### config.mk
export PLATFORM = sky130hd
export DESIGN_NAME = pwt_timer
export DESIGN_NICKNAME = d
export VERILOG_FILES = /design/src/rtl/pwt_pkg.sv /design/src/rtl/pwt_count_src.sv /design/src/rtl/pwt_cutoff.sv /design/src/rtl/pwt_timer.sv
export VERILOG_INCLUDE_DIRS = /design/src /design/src/rtl
export SDC_FILE = /design/constraint.sdc
export NUM_CORES = 1
export LEC_CHECK = 0
export BUFFER_PORTS_ARGS = -buffer_cell sky130_fd_sc_hd__buf_2
export CAP_MARGIN = 40
export CORE_MARGIN = 5
export CORE_UTILIZATION = 55
export CTS_CLUSTER_SIZE = 12
export DETAILED_ROUTE_END_ITERATION = 10
export PLACE_DENSITY = 0.77
export SYNTH_ARGS = -nofsm -noshare
export SYNTH_HDL_FRONTEND = slang
export SYNTH_SLANG_ARGS = --single-unit
### constraint.sdc
create_clock -name clk_i -period 3.15 [get_ports clk_i]
set_input_delay 0.315 -clock clk_i [delete_from_list [all_inputs] [get_ports clk_i]]
set_output_delay 0.315 -clock clk_i [all_outputs]
set_load 0.01 [all_outputs]
### src/rtl/pwt_defs.svh
/*
 * Register map, field positions, reset values and rate constants for the
 * multi-channel PWM timer. Assumes a 32-bit classic Wishbone slave, one
 * register per aligned word, byte address equal to four times the index.
 */
// Overview of operation
// - Three PWM outputs share one period
// - Period register: PWM period and match A event
// - Period m+1, inactive n+1, active m-n
// - External pin rising edge can clock counter
// - Run bit at 1 starts counting
// - Run bit at 0 holds counter and pins
// - Events on any compare match, overflow
// - Pin A port only; B-D selectable
// - Level bit 0: low, high, low again
// - Level bit 1: high, low, high again
// - Pin A level bit ignored
// - Source field: f1..f32, external, oscillator
// - Clear bit: free-run or clear on period
// - Channel registers set B-D change points
// - C buffered holds next period, no pin
// - D buffered holds next B change point
// - Channel equal to period: level unchanged
// - Counter readable and writable any time
// - Cutoff pin: cutoff input or plain input
// - Period/B match loads buffer into register
// - Cutoff low sets all disable bits quickly
`ifndef PWT_DEFS_SVH
`define PWT_DEFS_SVH

// Register indices; byte address is index times four
`define PWT_IDX_MODE 10'h120
`define PWT_IDX_CCR1 10'h121
`define PWT_IDX_CNT 10'h122
`define PWT_IDX_GRA 10'h123
`define PWT_IDX_GRB 10'h124
`define PWT_IDX_GRC 10'h125
`define PWT_IDX_GRD 10'h126
`define PWT_IDX_STAT 10'h127
`define PWT_IDX_OER 10'h128

// Mode register fields
`define PWT_MODE_PWMB 0
`define PWT_MODE_PWMC 1
`define PWT_MODE_PWMD 2
`define PWT_MODE_BFC 4
`define PWT_MODE_BFD 5
`define PWT_MODE_RUN 7

// Control one fields
`define PWT_CCR1_LVLA 0
`define PWT_CCR1_LVLB 1
`define PWT_CCR1_LVLC 2
`define PWT_CCR1_LVLD 3
`define PWT_CCR1_SRC_LO 4
`define PWT_CCR1_SRC_HI 6
`define PWT_CCR1_COUNTER_CLEAR_SELECT 7

// Output enable register fields
`define PWT_OER_PIN_LVL 6
`define PWT_OER_PTO 7

// Reset values
`define PWT_MODE_RST 8'h00
`define PWT_CCR1_RST 8'h00
`define PWT_CNT_RST 16'h0000
`define PWT_GR_RST 16'hFFFF
`define PWT_DIS_RST 4'h0
`define PWT_CNT_MAX 16'hFFFF

// Rates in MHz; the oscillator enable is a fractional divider of clk
`define PWT_CLK_MHZ 100
`define PWT_OSC_MHZ 40

`endif

### src/rtl/pwt_pkg.sv
/*
 * Types shared by the PWM timer modules.
 * Assumes the constants header is included where offsets are needed.
 */
package pwt_pkg;

    // Count source selection, in field order
    typedef enum logic [2:0] {
        PWT_SRC_F1,
        PWT_SRC_F2,
        PWT_SRC_F4,
        PWT_SRC_F8,
        PWT_SRC_F32,
        PWT_SRC_EXT,
        PWT_SRC_OSC,
        PWT_SRC_RSVD
    } pwt_src_e;

    typedef logic [15:0] pwt_word_t;

endpackage : pwt_pkg

### src/rtl/pwt_count_src.sv
/*
 * Count source: turns the selected rate into a one-cycle enable.
 * Assumes clk_i at 100 MHz; the external clock pin is asynchronous and
 * its high and low phases last at least three clk_i cycles.
 */
`timescale 1ns/1ps
`include "pwt_defs.svh"

module pwt_count_src import pwt_pkg::*; (
    // Clock and reset
    input wire logic clk_i,
    input wire logic rst_i,
    // Selection and pin
    input wire logic [2:0] src_i,
    input wire logic ext_clk_i,
    // Count enable
    output logic tick_o
);

    logic [4:0] div;
    logic [7:0] acc;
    logic ext_s1;
    logic ext_s2;
    logic ext_s3;
    pwt_src_e src;
    logic [7:0] acc_sum;
    logic osc_wrap;
    logic next_tick;

    // Fractional accumulator gives 40 ticks per 100 clocks
    assign src = pwt_src_e'(src_i);
    assign acc_sum = 8'(acc + 8'(`PWT_OSC_MHZ));
    assign osc_wrap = acc_sum >= 8'(`PWT_CLK_MHZ);

    // Source select; the reserved code never ticks
    assign next_tick = (src == PWT_SRC_F1)
        | ((src == PWT_SRC_F2) & div[0])
        | ((src == PWT_SRC_F4) & (&div[1:0]))
        | ((src == PWT_SRC_F8) & (&div[2:0]))
        | ((src == PWT_SRC_F32) & (&div))
        | ((src == PWT_SRC_EXT) & ext_s2 & ~ext_s3)
        | ((src == PWT_SRC_OSC) & osc_wrap);

    // Dividers, pin synchroniser and registered enable
    always_ff @(posedge clk_i) begin
        if (rst_i) begin
            div <= 5'h00;
            acc <= 8'h00;
            ext_s1 <= 1'b0;
            ext_s2 <= 1'b0;
            ext_s3 <= 1'b0;
            tick_o <= 1'b0;
        end else begin
            div <= 5'(div + 5'h01);
            acc <= osc_wrap ? 8'(acc_sum - 8'(`PWT_CLK_MHZ)) : acc_sum;
            ext_s1 <= ext_clk_i;
            ext_s2 <= ext_s1;
            ext_s3 <= ext_s2;
            tick_o <= next_tick;
        end
    end

endmodule : pwt_count_src

### src/rtl/pwt_cutoff.sv
/*
 * Forced cutoff input: synchronises the active-low cutoff pin.
 * Assumes the pin is asynchronous and idles high.
 */
`timescale 1ns/1ps

module pwt_cutoff (
    // Clock and reset
    input wire logic clk_i,
    input wire logic rst_i,
    // Pin and enable
    input wire logic cut_n_i,
    input wire logic enable_i,
    // Synchronised level and cutoff request
    output logic pin_lvl_o,
    output logic cut_o
);

    logic cut_s1;
    logic cut_s2;

    // Two flops; reset to the idle level so no false cutoff
    always_ff @(posedge clk_i) begin
        if (rst_i) begin
            cut_s1 <= 1'b1;
            cut_s2 <= 1'b1;
        end else begin
            cut_s1 <= cut_n_i;
            cut_s2 <= cut_s1;
        end
    end

    // Left combinational to keep the cutoff path short
    assign pin_lvl_o = cut_s2;
    assign cut_o = enable_i & ~cut_s2;

endmodule : pwt_cutoff

### src/rtl/pwt_timer.sv
/*
 * PWM mode of a general-purpose timer with a classic Wishbone slave.
 * One 16-bit up-counter, a period register and three channel registers
 * drive pins B, C and D. Assumes a single 100 MHz clock and a
 * synchronous active-high reset; pins are asynchronous.
 */
// The Wishbone interface to the registers was chosen for this implementation.
`timescale 1ns/1ps
`include "pwt_defs.svh"

module pwt_timer import pwt_pkg::*; (
    // Clock and reset
    input wire logic clk_i,
    input wire logic rst_i,
    // Wishbone slave
    input wire logic wb_cyc_i,
    input wire logic wb_stb_i,
    input wire logic wb_we_i,
    input wire logic [11:0] wb_adr_i,
    input wire logic [3:0] wb_sel_i,
    input wire logic [31:0] wb_dat_i,
    output logic [31:0] wb_dat_o,
    output logic wb_ack_o,
    // Pins in
    input wire logic ext_count_clk_i,
    input wire logic cutoff_n_i,
    // Pins out, index 0 is pin A
    output logic [3:0] pin_out_o,
    output logic [3:0] pin_timer_o,
    // Events: overflow, match D, C, B, A
    output logic [4:0] event_o
);

    ////////////////////////////////////////////////////////////////////////
    // Byte-lane merge used by every 16-bit register
    function automatic pwt_word_t wmerge(input pwt_word_t old,
                                         input logic [31:0] dat,
                                         input logic [3:0] sel);
        wmerge = {sel[1] ? dat[15:8] : old[15:8],
                  sel[0] ? dat[7:0] : old[7:0]};
    endfunction : wmerge

    // Next level of one PWM pin
    function automatic logic next_level(input logic cur,
                                        input logic lvl,
                                        input logic en,
                                        input logic adv,
                                        input logic eq,
                                        input logic m_j,
                                        input logic m_a);
        if (!en) begin
            next_level = lvl;
        end else if (!adv || eq) begin
            next_level = cur;
        end else if (m_j) begin
            next_level = ~lvl;
        end else if (m_a) begin
            next_level = lvl;
        end else begin
            next_level = cur;
        end
    endfunction : next_level

    ////////////////////////////////////////////////////////////////////////
    // State
    logic [7:0] mode;
    logic [7:0] ccr1;
    pwt_word_t cnt;
    pwt_word_t gr_a;
    pwt_word_t gr_b;
    pwt_word_t gr_c;
    pwt_word_t gr_d;
    logic [4:0] status;
    logic [3:0] dis;
    logic cutoff_input_enable;

    // Sub-block outputs
    logic tick;
    logic cut;
    logic pin_lvl;

    ////////////////////////////////////////////////////////////////////////
    // Bus decode
    logic bus_req;
    logic bus_wr;
    logic [9:0] idx;
    logic wr_mode;
    logic wr_ccr1;
    logic wr_cnt;
    logic wr_gra;
    logic wr_grb;
    logic wr_grc;
    logic wr_grd;
    logic wr_stat;
    logic wr_oer;
    logic [31:0] rd_data;

    // Request is taken once; ack blocks a second take
    assign bus_req = wb_cyc_i & wb_stb_i & ~wb_ack_o;
    assign bus_wr = bus_req & wb_we_i;
    assign idx = wb_adr_i[11:2];
    assign wr_mode = bus_wr & (idx == `PWT_IDX_MODE) & wb_sel_i[0];
    assign wr_ccr1 = bus_wr & (idx == `PWT_IDX_CCR1) & wb_sel_i[0];
    assign wr_cnt = bus_wr & (idx == `PWT_IDX_CNT) & (|wb_sel_i[1:0]);
    assign wr_gra = bus_wr & (idx == `PWT_IDX_GRA) & (|wb_sel_i[1:0]);
    assign wr_grb = bus_wr & (idx == `PWT_IDX_GRB) & (|wb_sel_i[1:0]);
    assign wr_grc = bus_wr & (idx == `PWT_IDX_GRC) & (|wb_sel_i[1:0]);
    assign wr_grd = bus_wr & (idx == `PWT_IDX_GRD) & (|wb_sel_i[1:0]);
    assign wr_stat = bus_wr & (idx == `PWT_IDX_STAT) & wb_sel_i[0];
    assign wr_oer = bus_wr & (idx == `PWT_IDX_OER) & wb_sel_i[0];

    // Read mux; unmapped words read as zero
    assign rd_data =
        (idx == `PWT_IDX_MODE) ? {24'h000000, mode} :
        (idx == `PWT_IDX_CCR1) ? {24'h000000, ccr1} :
        (idx == `PWT_IDX_CNT) ? {16'h0000, cnt} :
        (idx == `PWT_IDX_GRA) ? {16'h0000, gr_a} :
        (idx == `PWT_IDX_GRB) ? {16'h0000, gr_b} :
        (idx == `PWT_IDX_GRC) ? {16'h0000, gr_c} :
        (idx == `PWT_IDX_GRD) ? {16'h0000, gr_d} :
        (idx == `PWT_IDX_STAT) ? {27'h0000000, status} :
        (idx == `PWT_IDX_OER) ? {24'h000000, cutoff_input_enable, pin_lvl, 2'h0, dis} :
        32'h00000000;

    ////////////////////////////////////////////////////////////////////////
    // Field views
    logic run;
    logic bfc;
    logic bfd;
    logic counter_clear_select;
    logic en_b;
    logic en_c;
    logic en_d;

    assign run = mode[`PWT_MODE_RUN];
    assign bfc = mode[`PWT_MODE_BFC];
    assign bfd = mode[`PWT_MODE_BFD];
    assign counter_clear_select = ccr1[`PWT_CCR1_COUNTER_CLEAR_SELECT];
    // Buffer registers drive no pin of their own
    assign en_b = mode[`PWT_MODE_PWMB];
    assign en_c = mode[`PWT_MODE_PWMC] & ~bfc;
    assign en_d = mode[`PWT_MODE_PWMD] & ~bfd;

    ////////////////////////////////////////////////////////////////////////
    // Count source and cutoff input
    pwt_count_src u_src (
        .clk_i(clk_i),
        .rst_i(rst_i),
        .src_i(ccr1[`PWT_CCR1_SRC_HI:`PWT_CCR1_SRC_LO]),
        .ext_clk_i(ext_count_clk_i),
        .tick_o(tick)
    );

    pwt_cutoff u_cut (
        .clk_i(clk_i),
        .rst_i(rst_i),
        .cut_n_i(cutoff_n_i),
        .enable_i(cutoff_input_enable),
        .pin_lvl_o(pin_lvl),
        .cut_o(cut)
    );

    ////////////////////////////////////////////////////////////////////////
    // Compare and counter next values
    logic adv;
    logic m_a;
    logic m_b;
    logic m_c;
    logic m_d;
    logic clr_a;
    logic ovf;
    logic [4:0] ev;
    pwt_word_t next_cnt;
    pwt_word_t next_gr_a;
    pwt_word_t next_gr_b;

    // Period register sets the PWM period and also raises the match A event
    assign adv = tick & run;
    assign m_a = cnt == gr_a;
    assign m_b = cnt == gr_b;
    assign m_c = cnt == gr_c;
    assign m_d = cnt == gr_d;
    assign clr_a = adv & counter_clear_select & m_a;
    assign ovf = adv & (cnt == `PWT_CNT_MAX) & ~clr_a;
    assign ev = {ovf, {4{adv}} & {m_d, m_c, m_b, m_a}};

    // Clear on period beats a coinciding software write
    assign next_cnt = clr_a ? `PWT_CNT_RST :
                      wr_cnt ? wmerge(cnt, wb_dat_i, wb_sel_i) :
                      adv ? 16'(cnt + 16'h0001) : cnt;

    // Software write wins over a buffer transfer
    assign next_gr_a = wr_gra ? wmerge(gr_a, wb_dat_i, wb_sel_i) :
                       (adv & m_a & bfc) ? gr_c : gr_a;
    assign next_gr_b = wr_grb ? wmerge(gr_b, wb_dat_i, wb_sel_i) :
                       (adv & m_b & bfd) ? gr_d : gr_b;

    ////////////////////////////////////////////////////////////////////////
    // Pin levels and pin ownership
    logic [3:0] next_pin_out;
    logic [3:0] next_pin_timer;

    // Pin A stays a port and its level bit is ignored
    assign next_pin_out[0] = 1'b0;
    assign next_pin_out[1] = next_level(pin_out_o[1],
        ccr1[`PWT_CCR1_LVLB], en_b, adv, gr_b == gr_a, m_b, m_a);
    assign next_pin_out[2] = next_level(pin_out_o[2],
        ccr1[`PWT_CCR1_LVLC], en_c, adv, gr_c == gr_a, m_c, m_a);
    assign next_pin_out[3] = next_level(pin_out_o[3],
        ccr1[`PWT_CCR1_LVLD], en_d, adv, gr_d == gr_a, m_d, m_a);

    // Cutoff acts directly so pins drop three clocks after the cutoff pin falls
    assign next_pin_timer = {en_d, en_c, en_b, 1'b0}
                          & ~dis & ~{4{cut}};

    ////////////////////////////////////////////////////////////////////////
    // Bus answer: one wait-free cycle
    always_ff @(posedge clk_i) begin
        if (rst_i) begin
            wb_ack_o <= 1'b0;
            wb_dat_o <= 32'h00000000;
        end else begin
            wb_ack_o <= bus_req;
            wb_dat_o <= bus_req ? rd_data : 32'h00000000;
        end
    end

    // Control registers
    always_ff @(posedge clk_i) begin
        if (rst_i) begin
            mode <= `PWT_MODE_RST;
            ccr1 <= `PWT_CCR1_RST;
            cutoff_input_enable <= 1'b0;
        end else begin
            if (wr_mode) begin
                mode <= wb_dat_i[7:0];
            end
            if (wr_ccr1) begin
                ccr1 <= wb_dat_i[7:0];
            end
            if (wr_oer) begin
                cutoff_input_enable <= wb_dat_i[`PWT_OER_PTO];
            end
        end
    end

    // Counter and compare registers
    always_ff @(posedge clk_i) begin
        if (rst_i) begin
            cnt <= `PWT_CNT_RST;
            gr_a <= `PWT_GR_RST;
            gr_b <= `PWT_GR_RST;
            gr_c <= `PWT_GR_RST;
            gr_d <= `PWT_GR_RST;
        end else begin
            cnt <= next_cnt;
            gr_a <= next_gr_a;
            gr_b <= next_gr_b;
            gr_c <= wr_grc ? wmerge(gr_c, wb_dat_i, wb_sel_i) : gr_c;
            gr_d <= wr_grd ? wmerge(gr_d, wb_dat_i, wb_sel_i) : gr_d;
        end
    end

    // Sticky status flags: write one clears, a new event wins; dis is written directly and cutoff wins
    always_ff @(posedge clk_i) begin
        if (rst_i) begin
            status <= 5'h00;
            dis <= `PWT_DIS_RST;
            event_o <= 5'h00;
        end else begin
            status <= ev | (status & ~(wr_stat ? wb_dat_i[4:0] : 5'h00));
            dis <= cut ? 4'hF : wr_oer ? wb_dat_i[3:0] : dis;
            event_o <= ev;
        end
    end

    // Pins
    always_ff @(posedge clk_i) begin
        if (rst_i) begin
            pin_out_o <= 4'h0;
            pin_timer_o <= 4'h0;
        end else begin
            pin_out_o <= next_pin_out;
            pin_timer_o <= next_pin_timer;
        end
    end
endmodule : pwt_timer

==> flow_metrics.py, run 1 <==
metrics = {
    "cts": {
        "clk_latency_ns": 0.44,
        "cts_tree": "built",
        "cts_sinks": 151,
        "hold_buffers": 0,
        "cts_root_buffer": "clkbuf_16",
        "cts_setup_buffers": 0,
        "clkTransAtPathRegs_ns": 0.07,
        "cts_resized": 0,
        "numCtsBuffers": 17,
        "htree_levels": 4,
        "cts_buffer_depth": 2,
    },
    "synth": {
        "yosysMostFrequentCell": "dfxtp_1",
        "avgSynthCellArea_um2": 8.407,
        "yosys_register_bits": 151,
        "syn_inst": 1089,
        "synthTopCellsByArea": "dfxtp_1, xor2_1, mux2i_1",
        "synth-async-reset-ratio_pct": 0,
        "synth_top_cell_area_share_pct": 33.02,
        "synthFlopType": "dfxtp_1",
        "yosys_warnings": 0,
        "synth-edff-count": 0,
        "ys_top_cells_by_count": "dfxtp_1, xor2_1, nand2_1",
        "synth_top_area_cell": "dfxtp_1",
        "ys_seq_area_share_pct": 33.02,
        "synth_area_mm2": 0.009155,
        "synth_cell_types": 73,
    },
    "routing": {
        "viasPerCell": 6.497,
        "drc": 0,
        "num_vias": 8855,
        "routedWlPerCell_um": 22.55,
        "drtIter0Drc": 1243,
        "wl_um": 30730,
        "antenna_left": 0,
        "dr.pass1.iters": 8,
    },
    "timing": {
        "hold_viol": 0,
        "min_period_over_period_pct": 85.38,
        "setup_viol": 0,
        "worst_slack_ns": 0.4607,
        "max_freq_mhz": 371.8,
        "finClkSkew_ns": 0.01208,
        "slew_headroom_pct": 45.76,
        "post-route-min-period_ns": 2.689,
        "finalMaxSlewViolations": 0,
        "fin_setup_tns_ns": 0,
        "rsz0062_at_grt": "no",
        "tightest_slew_ns": 0.8067,
    },
    "critical_path": {
        "critPathRequiredTime_ns": 3.42,
        "critPathBufInv": 0,
        "cp-end-kind": "flip-flop",
        "arrival_ns": 2.96,
        "cpLargestDelayFamily": "simple AND/OR/NAND/NOR gates",
        "startpoint": "cnt[6]",
        "path_max_fanout": 16,
        "cpPeakStageDelay_ns": 0.70,
        "cp_cell_sequence": "xor2_1, nor4_1, nand4_1, or3_1, a21oi_1, o21ai_0",
        "slowest_stage": "dfxtp_1",
        "reg2reg_from": "cnt[6]",
        "start_kind": "flip-flop",
        "worstSetupPathType": "reg2reg",
    },
    "hold_path": {
        "min_from": "cutoff_n_i",
        "hp-class": "in2reg",
    },
    "grt": {
        "track_usage_pct": 30.86,
        "grt_pass1_vias": 8083,
        "grt_pass1_wl_um": 46820,
        "gr-total-overflow": 0,
        "grt_start_max_net_pins": 69,
        "antenna_found_initial": 0,
    },
    "job": {
        "cap_viol_max_count": 0,
    },
    "floorplan": {
        "pin_count": 101,
        "dieArea_mm2": 0.01933,
        "rows": 47,
        "start_util_pct": 55.60,
        "fp.coreArea_mm2": 0.01647,
        "die_w_um": 139.0,
        "fp.dieH_um": 139.0,
    },
    "finish": {
        "n_antenna_cell": 0,
        "layout-drive-gt1-share_pct": 17.85,
        "area_growth_pct": 11.88,
        "nNetsFinal": 1193,
    },
    "place": {
        "pre_cts_ws_ns": 0.2856,
        "place.port_buffers": 62,
        "routabilityCongestion": 1.059,
        "place_hpwl_um": 21670,
    },
    "run_status": {
        "run_status": "finished, final reports clean",
    },
    "power": {
        "leakagePower_nw": 3.595,
        "ir_drop_uv": 341.6,
        "p_per_area_mw_per_mm2": 443.8,
    },
}
-- worst paths after layout --
| kind | endpoint | slack [ns] | depth (start not counted) |
|---|---|---|---|
| worst max-delay path | gr_b[3] | 0.46 | 6 |
| worst min-delay path | u_cut.cut_s1 | 0.06 | 2 |
| worst max register to register | gr_b[3] | 0.46 | 6 |
| worst min register to register | u_cut.pin_lvl_o | 0.42 | 1 |
-- routing by layer --
layer	part of all wire, %	vias to the layer above	wire length, um	global-route usage, %
li1	-	3963	-	-
met1	40	4115	12300	42.87
met2	41	642	12700	43.98
met3	13	135	4031	8.241
met4	5.5	0	1697	15.60
met5	0	-	0	0
-- metrics by stage --
stage / hold WS, ns / power (mW) / instance area, um2 / std cells / util [%]
4_1_cts: 0.05000 / 4.557 / 10240 / 1363 / 62.20
6_report: 0.06061 / 4.546 / 10240 / 1363 / 62.20
2_1_floorplan: 0.3895 / 2.346 / 9219 / 1106 / -
5_1_grt: 0.06397 / 4.710 / 10240 / 1363 / 62.20
3_3_place_gp: 0.3955 / 2.441 / 9630 / 1331 / 58.49
3_5_place_dp: 0.3997 / 2.455 / 9630 / 1331 / 58.49
-- final cells by class --
class	instances	area, um2
fillers	1430	6223
repair buffers	112	685.7
well taps	220	275.3
multi-input cells	835	5598
inverters	13	48.80
clock buffers	17	425.4
flip-flops and latches	151	3023
clock inverters	15	186.4
-- worst reg2reg max path, cell delays in order (launching register included) --
cell and delay (ns):
dfxtp_1 0.70, xor2_1 0.14, nor4_1 0.35, nand4_1 0.32, or3_1 0.68, a21oi_1 0.23, o21ai_0 0.10
-- sequential cells by signal, summed over array words and instances (netlist names), 4 cells and up --
| register | flops |
|---|---|
| u_src.div | 5 |
| gr_b | 16 |
| status | 5 |
| event_o | 5 |
| cnt | 16 |
| dis | 4 |
| gr_a | 16 |
| mode | 8 |
| ccr1 | 8 |
| wb_dat_o | 16 |
| u_src.acc | 6 |
| gr_d | 16 |
| gr_c | 16 |
-- cells by family (layout without fill, tap and decap cells) --
family          Yosys count  count (layout)  share of synthesized area, %
flops                   151             151                         33.02
fa+ha+maj                 8               8                         1.093
compound gates          237             237                         16.39
buf+inv                 120             157                         6.533
mux                      91              91                         10.46
simple gates            363             363                         21.18
xor+xnor                118             118                         11.29
other cells               1              18                       0.04096
-- placed cells by master, fill, tap and decap left out, drive strengths merged, types with 3 or more instances in the layout --
master,instances
dfxtp,151
buf,112
xor2,100
nand2,96
a21oi,74
o21ai,67
mux2i,63
nor2,58
nor3,52
nor4,44
mux2,27
inv,19
xnor2,18
conb,18
nand3,18
clkbuf,17
nand4,15
a22oi,15
a31oi,14
nand2b,12
nor2b,12
and2,12
o22ai,11
or3,11
or2,9
a222oi,8
and3,8
ha,8
and4,6
o31ai,6
a211oi,6
a32o,5
clkinv,5
o221a,4
a21boi,4
o221ai,3
a221oi,3
-- power breakdown --
group / switching, mW / internal, mW / total (mW)
clock network: 0.919 / 1.20 / 2.12
logic: 0.273 / 0.165 / 0.438
registers: 0.0438 / 1.94 / 1.99
Note: power is estimated with default switching activity, not from simulation.
==> inputs of run 2 (changes only) <==
--- a/config.mk
+++ b/config.mk
@@ -8,6 +8,7 @@
 export LEC_CHECK = 0
 export BUFFER_PORTS_ARGS = -buffer_cell sky130_fd_sc_hd__buf_2
 export CAP_MARGIN = 40
+export CORE_ASPECT_RATIO = 1.1
 export CORE_MARGIN = 5
 export CORE_UTILIZATION = 55
 export CTS_CLUSTER_SIZE = 12
==> constraint.sdc (replaced) <==
create_clock -name clk_i -period 2.7 [get_ports clk_i]
set_input_delay 0.27 -clock clk_i [delete_from_list [all_inputs] [get_ports clk_i]]
set_output_delay 0.27 -clock clk_i [all_outputs]
set_load 0.01 [all_outputs]
==> run 2 against run 1 <==
Compared with the run above: clock-buffer cell count did not move; maximum frequency rose by 7.9%; non-clock buffer count rose by 30; critical path depth did not move; total power rose by 15%; first-iteration DRC count rose by 18%; sequential power rose by 17%; worst setup slack got worse by 0.25 ns; wire length rose by 0.29%; critical endpoint is now gr_b[5]; largest cell class unchanged.
==> flow_metrics.py, run 2 (synthesis results as in run 1) <==
metrics = {
    "finish": {
        "mostFrequentLayoutCells": "dfxtp_1, xor2_1, nand2_1",
        "design_area_mm2": 0.01045,
        "nNetsFinal": 1223,
        "area_growth_pct": 14.16,
        "n_antenna_cell": 0,
        "layout-drive-gt1-share_pct": 19.86,
        "final_common_cell": "dfxtp_1",
    },
    "timing": {
        "tightest_slew_ns": 0.7482,
        "rsz0062_at_grt": "no",
        "min_period_over_period_pct": 92.29,
        "max_freq_mhz": 401.3,
        "slew_headroom_pct": 49.88,
        "finalMaxSlewViolations": 0,
        "post-route-min-period_ns": 2.492,
        "setup_viol": 0,
        "finClkSkew_ns": 0.01538,
        "hold_viol": 0,
        "fin_setup_tns_ns": 0,
    },
    "critical_path": {
        "r2r_end": "gr_b[5]",
        "cp-end-kind": "flip-flop",
        "reg2reg_slack_ns": 0.21,
        "start_kind": "flip-flop",
        "path_max_fanout": 16,
        "arrival_ns": 2.78,
        "reg2reg_depth": 6,
        "reg2reg_from": "cnt[14]",
        "worstSetupPathType": "reg2reg",
        "critPathRequiredTime_ns": 2.98,
    },
    "hold_path": {
        "min_from": "ext_count_clk_i",
        "whs_path_depth": 2,
        "min_to": "u_src.ext_s1",
        "hp-class": "in2reg",
    },
    "routing": {
        "antenna_left": 0,
        "viasPerCell": 6.498,
        "dr.pass1.iters": 6,
        "routedWlPerCell_um": 22.38,
        "drtIter0Drc": 1464,
        "drc": 0,
        "num_vias": 8948,
        "wl_um": 30820,
    },
    "power": {
        "power_frac_clock_pct": 45.8,
        "ir_drop_uv": 479.8,
        "switching_share_pct": 27.92,
        "intPower_mw": 3.784,
        "leakagePower_nw": 3.725,
        "p_comb_share_pct": 10.0,
        "p_per_area_mw_per_mm2": 502.4,
        "switching_power_mw": 1.466,
        "sequentialPowerShare_pct": 44.2,
    },
    "cts": {
        "cts_setup_buffers": 0,
        "cts_root_buffer": "clkbuf_16",
        "clkTransAtPathRegs_ns": 0.06,
        "cts_sinks": 151,
        "cts_buffer_depth": 2,
        "hold_buffers": 1,
        "numCtsBuffers": 17,
        "clk_latency_ns": 0.45,
        "htree_levels": 4,
        "cts_resized": 0,
        "cts_tree": "built",
    },
    "grt": {
        "track_usage_pct": 31.46,
        "grt_pass1_vias": 8396,
        "grt_pass1_wl_um": 47820,
        "antenna_found_initial": 0,
        "grt_start_max_net_pins": 69,
        "gr-total-overflow": 0,
    },
    "place": {
        "routabilityCongestion": 1.069,
        "place.port_buffers": 62,
        "place_hpwl_um": 22100,
        "place_area_mm2": 0.009853,
    },
    "run_status": {
        "run_status": "finished, final reports clean",
    },
    "floorplan": {
        "die_w_um": 133.0,
        "pin_count": 101,
        "fp.dieH_um": 145.3,
        "fp.coreArea_mm2": 0.01637,
        "rows": 49,
        "start_util_pct": 55.93,
        "dieArea_mm2": 0.01933,
    },
    "job": {
        "cap_viol_max_count": 0,
    },
}
==> run 2: area by class of cell <==
class                   count  area, um2
inverters                  13      48.80
flip-flops and latches    151       3023
clock inverters            15      162.7
fillers                  1327       5918
clock buffers              17      425.4
well taps                 204      255.2
repair buffers            142      938.4
multi-input cells         835       5598
==> run 2: worst max-delay path by stage <==
stage / slack, ns / to / startpoint
2_1_floorplan: 0.23 / gr_b[14] / wb_adr_i[6]
3_3_place_gp: 0.13 / gr_b[4] / wb_adr_i[6]
3_5_place_dp: 0.02 / gr_b[5] / wb_adr_i[6]
4_1_cts: 0.23 / gr_b[5] / cnt[14]
5_1_grt: 0.05 / gr_b[9] / cnt[3]
6_report: 0.21 / gr_b[5] / cnt[14]
==> run 2: through the flow <==
stage	total power, mW	setup WS (ns)	utilization, %	hold slack [ns]	std cells
after floorplan	2.737	0.2267	-	0.3738	1106
after global placement	2.864	0.1265	60.19	0.4020	1344
after detailed placement	2.881	0.02500	60.19	0.4018	1344
after CTS	5.250	0.2321	63.85	0.04188	1377
after global routing	5.437	0.04763	63.85	0.07480	1377
final	5.250	0.2082	63.85	0.04558	1377
==> run 2: worst max-delay path: stages (launching register included) <==
cell     delay [ns]
dfxtp_1        0.52
xor2_1         0.15
nor4_1         0.43
nand4_1        0.23
or3_1          0.66
a21oi_1        0.25
o21ai_0        0.10
==> run 2: power groups by stage <==
| stage | registers, mW | logic (mW) | clock network [mW] |
|---|---|---|---|
| 2_1_floorplan | 2.35 | 0.387 | 0 |
| 3_3_place_gp | 2.37 | 0.499 | 0 |
| 3_5_place_dp | 2.37 | 0.512 | 0 |
| 4_1_cts | 2.32 | 0.517 | 2.41 |
| 5_1_grt | 2.33 | 0.581 | 2.53 |
| 6_report | 2.32 | 0.526 | 2.41 |
==> run 2: routing by layer <==
| layer | track usage [%] | routed length, um | part of all wire, % | vias to the layer above |
|---|---|---|---|---|
| met5 | 0 | 0 | 0 | - |
| met4 | 21.41 | 2438 | 7.9 | 0 |
| met3 | 6.267 | 2960 | 9.6 | 173 |
| met2 | 47.64 | 13380 | 43 | 633 |
| met1 | 40.31 | 12040 | 39 | 4116 |
| li1 | - | - | - | 4026 |
